File: config.mk
export PLATFORM = sky130hd
export DESIGN_NAME = ipgc_top
export DESIGN_NICKNAME = d
export VERILOG_FILES = /design/src/pkg/ipgc_pkg.sv /design/src/design/ipgc_top.sv
export SDC_FILE = /design/constraint.sdc
export NUM_CORES = 1
export LEC_CHECK = 0
export ABC_AREA = 0
export ABC_CLOCK_PERIOD_IN_PS = 4000
export BUFFER_PORTS_ARGS = -buffer_cell sky130_fd_sc_hd__buf_2
export CAP_MARGIN = 20
export CORE_UTILIZATION = 35
export DETAILED_ROUTE_END_ITERATION = 16
export PLACE_DENSITY = 0.61
export SYNTH_ARGS = -nofsm -noshare
export SYNTH_HDL_FRONTEND = slang
export SYNTH_SLANG_ARGS = --single-unit
File: constraint.sdc
create_clock -name CLK -period 4 [get_ports CLK]
set_input_delay 1.2 -clock CLK [delete_from_list [all_inputs] [get_ports CLK]]
set_output_delay 1.2 -clock CLK [all_outputs]
set_load 0.05 [all_outputs]
File: src/pkg/ipgc_pkg.sv
// Package for the input amplifier gain control register bank.
// Assumes a 16-bit register port with word offsets and a 100 MHz clock.
package ipgc_pkg;
  // Register offsets
  localparam logic [7:0] POWER_CONTROL_TWO_ADDR = 8'h02;
  localparam logic [7:0] RIGHT_FIRST_PAIR_GAIN_ADDR = 8'h1a;
  localparam logic [7:0] RIGHT_SECOND_PAIR_GAIN_ADDR = 8'h1b;
  localparam logic [7:0] LEFT_FIRST_PAIR_GAIN_ADDR = 8'h18;
  localparam logic [7:0] LEFT_SECOND_PAIR_GAIN_ADDR = 8'h19;
  // Field positions
  localparam int APPLY_BIT = 8;
  localparam int SILENCE_BIT = 7;
  localparam int CROSSING_BIT = 6;
  localparam int GAIN_MSB = 4;
  localparam int LEFT_MIXER_BIT = 9;
  localparam int RIGHT_MIXER_BIT = 8;
  // Reset values
  localparam logic [4:0] GAIN_RESET = 5'h0b;
  localparam logic SILENCE_RESET = 1'b1;
  localparam logic CROSSING_RESET = 1'b0;
  localparam logic MIXER_RESET = 1'b0;
  // Zero-cross timeout in microseconds and derived cycles at 100 MHz
  localparam int CLK_MHZ = 100;
  localparam int TIMEOUT_US = 10000;
  localparam int TIMEOUT_CYCLES = TIMEOUT_US * CLK_MHZ;

  // Per-amplifier control fields
  typedef struct packed {
    logic silence;
    logic crossing_sel;
    logic [4:0] gain_code;
  } ipgc_amp_type;

  // Register port request
  typedef struct packed {
    logic [7:0] addr;
    logic [15:0] wdata;
    logic wr;
    logic rd;
  } ipgc_req_type;
endpackage

File: src/design/ipgc_top.sv
// Gain control register bank for four input amplifiers and two input mixers.
// Assumes a single-cycle register port and zero-cross pulses synchronous to CLK.
`timescale 1ns/1ns

// Contract
// - First-pair strobe applies both first gains together
// - Codes written without strobe stay held only while no update is pending
// - Crossing bit selects immediate or zero-cross change
// - Pending crossing update applies at timeout
// - Mute bit per amplifier, resets muted
// - Five-bit linear gain code, resets to 0 dB
// - Bit 9 enables left mixer and voice
// - Bit 8 enables right mixer and voice
module ipgc_top #(
  parameter int TIMEOUT_COUNT = ipgc_pkg::TIMEOUT_CYCLES
) (
  // Clock and reset
  input wire logic CLK,
  input wire logic RST_N,
  // Register port
  input wire logic [7:0] ADDR,
  input wire logic [15:0] WDATA,
  input wire logic WR,
  input wire logic RD,
  output logic [15:0] RDATA,
  // Zero-cross detector pulses, one per amplifier: 0 left a, 1 right a, 2 left b, 3 right b
  input wire logic [3:0] ZERO_CROSS,
  // Active amplifier controls
  output logic [19:0] ACTIVE_GAIN,
  output logic [3:0] AMP_SILENCE,
  // Mixer enables, each also enables the voice differential input
  output logic LEFT_MIXER_ON,
  output logic RIGHT_MIXER_ON,
  // Update still waiting for a zero crossing
  output logic [3:0] UPDATE_PENDING
);

  localparam int CW = $clog2(TIMEOUT_COUNT + 1);

  ipgc_pkg::ipgc_amp_type held_reg [4];
  logic [4:0] active_gain_reg [4];
  logic [3:0] pend_reg;
  logic [CW-1:0] tmo_reg [4];
  logic left_mixer_on_reg;
  logic right_mixer_on_reg;
  logic [3:0] apply;
  logic [3:0] wr_hit;

  // Address decode per amplifier register
  always_comb begin
    wr_hit[0] = WR && (ADDR == ipgc_pkg::LEFT_FIRST_PAIR_GAIN_ADDR);
    wr_hit[1] = WR && (ADDR == ipgc_pkg::RIGHT_FIRST_PAIR_GAIN_ADDR);
    wr_hit[2] = WR && (ADDR == ipgc_pkg::LEFT_SECOND_PAIR_GAIN_ADDR);
    wr_hit[3] = WR && (ADDR == ipgc_pkg::RIGHT_SECOND_PAIR_GAIN_ADDR);
  end

  // A strobe of one on either register of a pair applies both members
  always_comb begin
    apply[0] = (wr_hit[0] || wr_hit[1]) && WDATA[ipgc_pkg::APPLY_BIT];
    apply[1] = apply[0];
    apply[2] = (wr_hit[2] || wr_hit[3]) && WDATA[ipgc_pkg::APPLY_BIT];
    apply[3] = apply[2];
  end

  genvar g;
  generate
    for (g = 0; g < 4; g++) begin : g_amp
      // Held fields take every write; strobe is not stored
      always_ff @(posedge CLK or negedge RST_N) begin
        if (!RST_N) begin
          held_reg[g].silence <= ipgc_pkg::SILENCE_RESET;
          held_reg[g].crossing_sel <= ipgc_pkg::CROSSING_RESET;
          held_reg[g].gain_code <= ipgc_pkg::GAIN_RESET;
        end else if (wr_hit[g]) begin
          held_reg[g].silence <= WDATA[ipgc_pkg::SILENCE_BIT];
          held_reg[g].crossing_sel <= WDATA[ipgc_pkg::CROSSING_BIT];
          held_reg[g].gain_code <= WDATA[ipgc_pkg::GAIN_MSB:0];
        end
      end

      // Active gain loads on strobe, or later on crossing or timeout.
      // A new strobe with crossing selected while pending restarts the wait with the newest code.
      always_ff @(posedge CLK or negedge RST_N) begin
        if (!RST_N) begin
          active_gain_reg[g] <= ipgc_pkg::GAIN_RESET;
          pend_reg[g] <= 1'b0;
          tmo_reg[g] <= '0;
        end else if (apply[g]) begin
          // Crossing select reads the value written in this same cycle
          if (wr_hit[g] ? WDATA[ipgc_pkg::CROSSING_BIT] : held_reg[g].crossing_sel) begin
            pend_reg[g] <= 1'b1;
            tmo_reg[g] <= '0;
          end else begin
            active_gain_reg[g] <= wr_hit[g] ? WDATA[ipgc_pkg::GAIN_MSB:0]
                                            : held_reg[g].gain_code;
            pend_reg[g] <= 1'b0;
          end
        end else if (pend_reg[g]) begin
          if (ZERO_CROSS[g] || tmo_reg[g] == CW'(TIMEOUT_COUNT - 1)) begin
            active_gain_reg[g] <= held_reg[g].gain_code;
            pend_reg[g] <= 1'b0;
          end else begin
            tmo_reg[g] <= tmo_reg[g] + CW'(1);
          end
        end
      end

      // Outputs straight from flops; mute acts at once
      assign ACTIVE_GAIN[g*5 +: 5] = active_gain_reg[g];
      assign AMP_SILENCE[g] = held_reg[g].silence;
    end
  endgenerate

  assign UPDATE_PENDING = pend_reg;

  // Mixer enables in the second power register
  always_ff @(posedge CLK or negedge RST_N) begin
    if (!RST_N) begin
      left_mixer_on_reg <= ipgc_pkg::MIXER_RESET;
      right_mixer_on_reg <= ipgc_pkg::MIXER_RESET;
    end else if (WR && ADDR == ipgc_pkg::POWER_CONTROL_TWO_ADDR) begin
      left_mixer_on_reg <= WDATA[ipgc_pkg::LEFT_MIXER_BIT];
      right_mixer_on_reg <= WDATA[ipgc_pkg::RIGHT_MIXER_BIT];
    end
  end

  assign LEFT_MIXER_ON = left_mixer_on_reg;
  assign RIGHT_MIXER_ON = right_mixer_on_reg;

  // Read data one cycle after the strobe; strobe bit reads zero
  function automatic logic [15:0] amp_word(input ipgc_pkg::ipgc_amp_type a);
    amp_word = {8'h00, a.silence, a.crossing_sel, 1'b0, a.gain_code};
  endfunction

  always_ff @(posedge CLK or negedge RST_N) begin
    if (!RST_N) begin
      RDATA <= 16'h0000;
    end else if (RD) begin
      unique case (ADDR)
        ipgc_pkg::POWER_CONTROL_TWO_ADDR:
          RDATA <= {6'h00, left_mixer_on_reg, right_mixer_on_reg, 8'h00};
        ipgc_pkg::LEFT_FIRST_PAIR_GAIN_ADDR: RDATA <= amp_word(held_reg[0]);
        ipgc_pkg::RIGHT_FIRST_PAIR_GAIN_ADDR: RDATA <= amp_word(held_reg[1]);
        ipgc_pkg::LEFT_SECOND_PAIR_GAIN_ADDR: RDATA <= amp_word(held_reg[2]);
        ipgc_pkg::RIGHT_SECOND_PAIR_GAIN_ADDR: RDATA <= amp_word(held_reg[3]);
        default: RDATA <= 16'h0000; // Unmapped reads zero
      endcase
    end else begin
      RDATA <= 16'h0000;
    end
  end

endmodule

# Yosys cells after proc, flatten, opt, wreduce, memory -nomap -nowiden
# Cells that the tools add are included.
# totals
reg_bits	144
output_inout_bits	46
# classes
n_addsub	4
eq_ne	21
n_mux	58
n_reduce_logical	29
# op_table
operator	n
two-way mux 20 bit	16
two-way mux 5 bit	20
adder 20 x 1 -> 20 bit (second input constant)	4
== test 20 bit (second input constant)	4
one-hot mux 10 bit (5 select lines)	1
== test 8 x 5 -> 1 bit (second input constant)	4
AND reduction 3 bit	8
two-way mux 1 bit	20
!= test 2 bit (second input constant)	8
nonzero test 2 bit	8
two-way mux 10 bit	1
== test 8 x 2 -> 1 bit (second input constant)	1
!= test 2 x 1 -> 1 bit (second input constant)	4
logical AND 1 bit	7
logical OR 1 bit	6

# Depth between registers and ports, before layout
# logic_depth
word_depth	6
mapped_depth	8

# Worst setup path after synthesis
# Ideal clock, no wire load.
# synth_timing
kind	input to register
startpoint	in ADDR[7]
endpoint	reg active_gain_reg, in the netlist ACTIVE_GAIN[10]
setup_time_ps	75
arrival_time_ps	3115
required_ps	3925
slack_ps	810
cell_stages	6
path_buffers	1
cell_sequence	or4_4 -> buf_6 -> nor3b_2 -> mux2_2 -> o22ai_4 -> mux2i_1
# synth_via
elab_chain_len	6
elab_cells_between_ends	14
classes_between	eq/ne (3); mux (4); reduce/logical (7)
# synth_rtl
element	line_no	text
start: declaration	ipgc_top.sv:21	input wire logic [7:0] ADDR,
== test 8 x 5 -> 1 bit, on equally long branches	ipgc_top.sv:53, ipgc_top.sv:54	
logical AND 1 bit, on equally long branches	ipgc_top.sv:53, ipgc_top.sv:54	
logical OR 1 bit	ipgc_top.sv:61	apply[2] = (wr_hit[2] || wr_hit[3]) && WDATA[ipgc_pkg::APPLY_BIT];
logical AND 1 bit	ipgc_top.sv:61	
!= test 2 bit (no source line) / nonzero test 2 bit (equally long branches)	n/a	
AND reduction 3 bit (no source line)	n/a	
end signal: indexed assignment	ipgc_top.sv:85	active_gain_reg[g] <= ipgc_pkg::GAIN_RESET;
end signal: indexed assignment	ipgc_top.sv:94	active_gain_reg[g] <= wr_hit[g] ? WDATA[ipgc_pkg::GAIN_MSB:0]
end signal: indexed assignment	ipgc_top.sv:100	active_gain_reg[g] <= held_reg[g].gain_code;
end: declaration	ipgc_top.sv:41	logic [4:0] active_gain_reg [4];
# Parallel ways exist; a longest one is shown, timed or not. The select of a mux whose other input is x is not followed.
# A chain may end at the register's enable or synchronous reset.

# Worst setup path after layout
# layout_timing
startpoint	in ADDR[7]
endpoint	reg tmo_reg[16] (netlist bit)
# layout_via
elab_chain_len	6
elab_cells_between_ends	12
classes_between	eq/ne (4); mux (2); reduce/logical (6)
# layout_rtl
element	line_no	text
== test 8 x 5 -> 1 bit, on equally long branches	ipgc_top.sv:53, ipgc_top.sv:54	
logical AND 1 bit, on equally long branches	ipgc_top.sv:53, ipgc_top.sv:54	
logical OR 1 bit	ipgc_top.sv:61	
logical AND 1 bit	ipgc_top.sv:61	
!= test 2 x 1 -> 1 bit (no source line), or another cell as far along	n/a	
AND reduction 3 bit (no source line)	n/a	
end signal: indexed assignment	ipgc_top.sv:103	tmo_reg[g] <= tmo_reg[g] + CW'(1);
end: declaration	ipgc_top.sv:43	logic [CW-1:0] tmo_reg [4];
# Parallel ways exist; a longest one is shown, timed or not.

==> summary.md <==
| Metric | Value |
|---|---|
| Ys Warns | `0` |
| P_leak | `3.840 nW` |
| Syn Area/Cell | `9.731 µm²` |
| Worst hold path startpoint | `ACTIVE_GAIN[8]` |
| PwrDens | `400.1 nW/µm²` |
| Post-route core utilization | `0.4187` |
| Crit path max fanout | `14` |
| DPL Wire Length | `12980 µm` |
| Die W | `148.6 µm` |
| Non-Filler Instances | `1128` |
| DRC viols | `0` |
| Gr ovfl total | `0` |
| Final setup fails | `0` |
| CP peak stage delay | `0.63 ns` |
| Max reg flops | `80` |
| Comb power frac | `0.075` |
| Primary FF master, synth | `dfrtp_1` |
| Post-synthesis sequential area ratio | `0.4804` |
| Core ar. | `21020 µm²` |
| CTS H-Tree Depth | `4` |
| Slowest cell on the critical path | `or4_4` |
| Final net count | `873` |
| Initial antenna violation count | `3` |
| Fin. max-slew vios | `0` |
| Bufs on Longest Clock Path | `2` |
| First-pass GRT wire length | `30220 µm` |
| Wl on met1 | `8497 µm` |
| Gp weighted congestion | `0.8305` |
| Total net switching power | `0.8657 mW` |
| Fmax | `0.3248 GHz` |
| Met2 Wirelength | `8539 µm` |
| Worst Max-Slew Pin Slew | `0.6064 ns` |
| Post-synth EDFFs | `0` |
| Pint | `2.656 mW` |
| Net Sw Frac | `0.2458` |
| Inserted Clock Buffers | `17` |
| Clock-pin slew on the worst setup and hold paths | `0.07 ns` |
| Setup crit start | `ADDR[7]` |
| Critical Path AT | `3.41 ns` |
| Setup Fix Bufs, Post-CTS | `0` |
| Post-cts repair resize count | `0` |
| RR Startpoint | `tmo_reg[1]` |
| Worst Setup Start Kind | `input port` |
| Critical path endpoint category | `flip-flop` |
| Vert. Die Dim | `148.6 µm` |
| Overall power | `3.522 mW` |
| Vias in the first global route | `5891` |
| Status | `completed` |
| Number of clock sinks | `143` |
| Worst Path Required | `4.33 ns` |
| Post-Syn Instances | `773` |
| Routed wl met3 | `929 µm` |
| Number of max-cap violations | `0` |
| Setup tns final | `0 ns` |
| PortBufs | `63` |
| Period utilization | `0.7697` |
| Pre-antenna DRT Iters | `6` |
| Synth cell types | `64` |
| Synth Register Bits | `143` |
| Core Rows | `53` |
| Final Hold Fails | `0` |
| Hold-fix buffers, CTS | `0` |
| Headroom to the max-slew limit | `0.5927` |
| VDD IR max | `0.0002050 V` |
| Min Clock Period, post-route | `3.079 ns` |
| Area grow syn2layout | `17.02%` |
| Largest net degree at the start of global routing | `62` |
| Root Driver | `clkbuf_16` |
| Top layer used by detailed routing | `met4` |
| Share of cells above drive strength 1 | `0.2471` |
| Hold crit path type | `reg2reg` |
| CTS tree | `done` |
| Initial core utilization | `0.3578` |
| Final wirelength | `18180 µm` |
| Iteration-0 DRC Markers | `443` |
| Cells after DPL | `1093` |
| Commonest non-fill, non-tap cell in the layout | `dfrtp_1` |
| Setup CP Type | `in2reg` |
| Setup Skew | `0.01261 ns` |
| Gr usage total | `0.1728` |
| Post-synth ARST share | `1.000` |
| Sequential power share | `0.437` |
| Via count | `6149` |
| Vias per cell | `5.451` |
| ANT nets after route | `0` |
| Drt wl/cell | `16.11 µm` |
| Crit path cell chain | `buf_2, or4_4, or3_1, buf_4, a21oi_1, o21ai_0, o31ai_1` |
| Setup slack, reg-to-reg | `1.53 ns` |
| Mapped cell area | `7522 µm²` |
| Most frequent cells in the layout | `115 x dfrtp_1, 93 x o21ai_0, 73 x nand2_1, 63 x buf_2, 47 x mux2_2` |
| RSZ-0062 raised after global routing | `false` |
| Die area | `22080 µm²` |
| Worst skew pair latency | `0.43 ns` |
| Clock power share | `0.488` |
| Ports | `78` |
[metrics by stage]
stage | worst slack, ns | hold slack (ns) | instance area (µm²)
6_report | 0.9212 | 0.4638 | 8802
5_1_grt | 0.8375 | 0.4874 | 8800
4_1_cts | 0.9318 | 0.4692 | 8795
3_5_place_dp | 0.4760 | 0.4601 | 8154
3_3_place_gp | 0.4834 | 0.4548 | 8149
2_1_floorplan | 0.8097 | 0.4368 | 7545
[cell families (layout without fill, tap and decap cells)]
family	after synthesis	after routing	share of synthesized area
compound gates	211	211	0.1673
mux	77	77	0.1109
buf+inv	69	140	0.04458
other cells	1	10	0.0004985
simple gates	268	268	0.1896
flops	143	143	0.4804
fa+ha+maj	4	4	0.006654
[cells in the mapped netlist, drive strengths merged (2+ instances only)]
cell	count	area, µm²
dfrtp	115	2878
o21ai	95	475.5
nand2	73	274.0
mux2	48	544.3
nor2	48	190.2
a31oi	36	225.2
a21oi	33	176.4
nand3	32	160.2
mux2i	29	290.3
clkbuf	28	105.1
dfstp	28	735.7
and3	27	168.9
buf	21	155.2
inv	20	75.07
nand4	18	112.6
o31ai	17	127.6
and2	13	81.33
nor3	12	76.33
a22oi	7	52.55
and4	7	61.31
nor2b	7	43.79
nor4	6	52.55
ha	4	50.05
nand2b	4	25.02
and4b	3	30.03
o21a	3	22.52
o22ai	3	32.53
or2	3	18.77
a221o	2	20.02
a41oi	2	17.52
and3b	2	17.52
nand4b	2	17.52
nor3b	2	20.02
nor4b	2	17.52
nor4bb	2	20.02
o211ai	2	15.01
o31a	2	17.52
o41ai	2	17.52
or3	2	12.51
or4	2	18.77
[critical path: cells and delay by family]
family | cells | cell delay (ns)
AOI/OAI and AO/OA | 3 | 0.65
buffers and inverters | 2 | 0.35
and+or+nand+nor | 2 | 1.19
[power groups by stage]
stage	clock network, mW	logic [mW]	registers, mW
floorplan	0	0.110	1.63
global placement	0	0.264	1.56
detailed placement	0	0.269	1.56
CTS	1.75	0.269	1.54
global route	1.82	0.287	1.55
finish	1.72	0.264	1.54
[worst paths after layout]
kind,endpoint,depth (start not counted)
worst max-delay path,tmo_reg[16],7
worst min-delay path,ACTIVE_GAIN[8],2
worst max register to register,tmo_reg[15],8
worst min register to register,ACTIVE_GAIN[8],2
max in group asynchronous,UPDATE_PENDING[1],2
min in group asynchronous,tmo_reg[13],1
[layout make-up]
cell class / instances / area (µm²)
fill: 2053 / 12220
sequential: 143 / 3613
multi-input combinational: 567 / 3602
timing repair buffer: 88 / 519.2
clock buffer: 19 / 452.9
tap: 275 / 344.1
clock inverter: 13 / 187.7
inverter: 20 / 75.07
antenna: 3 / 7.507
[routing by layer]
layer | track usage | up-vias
met4 | 0.06598 | 0
met3 | 0.04049 | 17
met2 | 0.2624 | 145
met5 | 0 | -
met1 | 0.2377 | 3011
li1 | - | 2976
No activity file was read; power rests on OpenSTA's default activity.
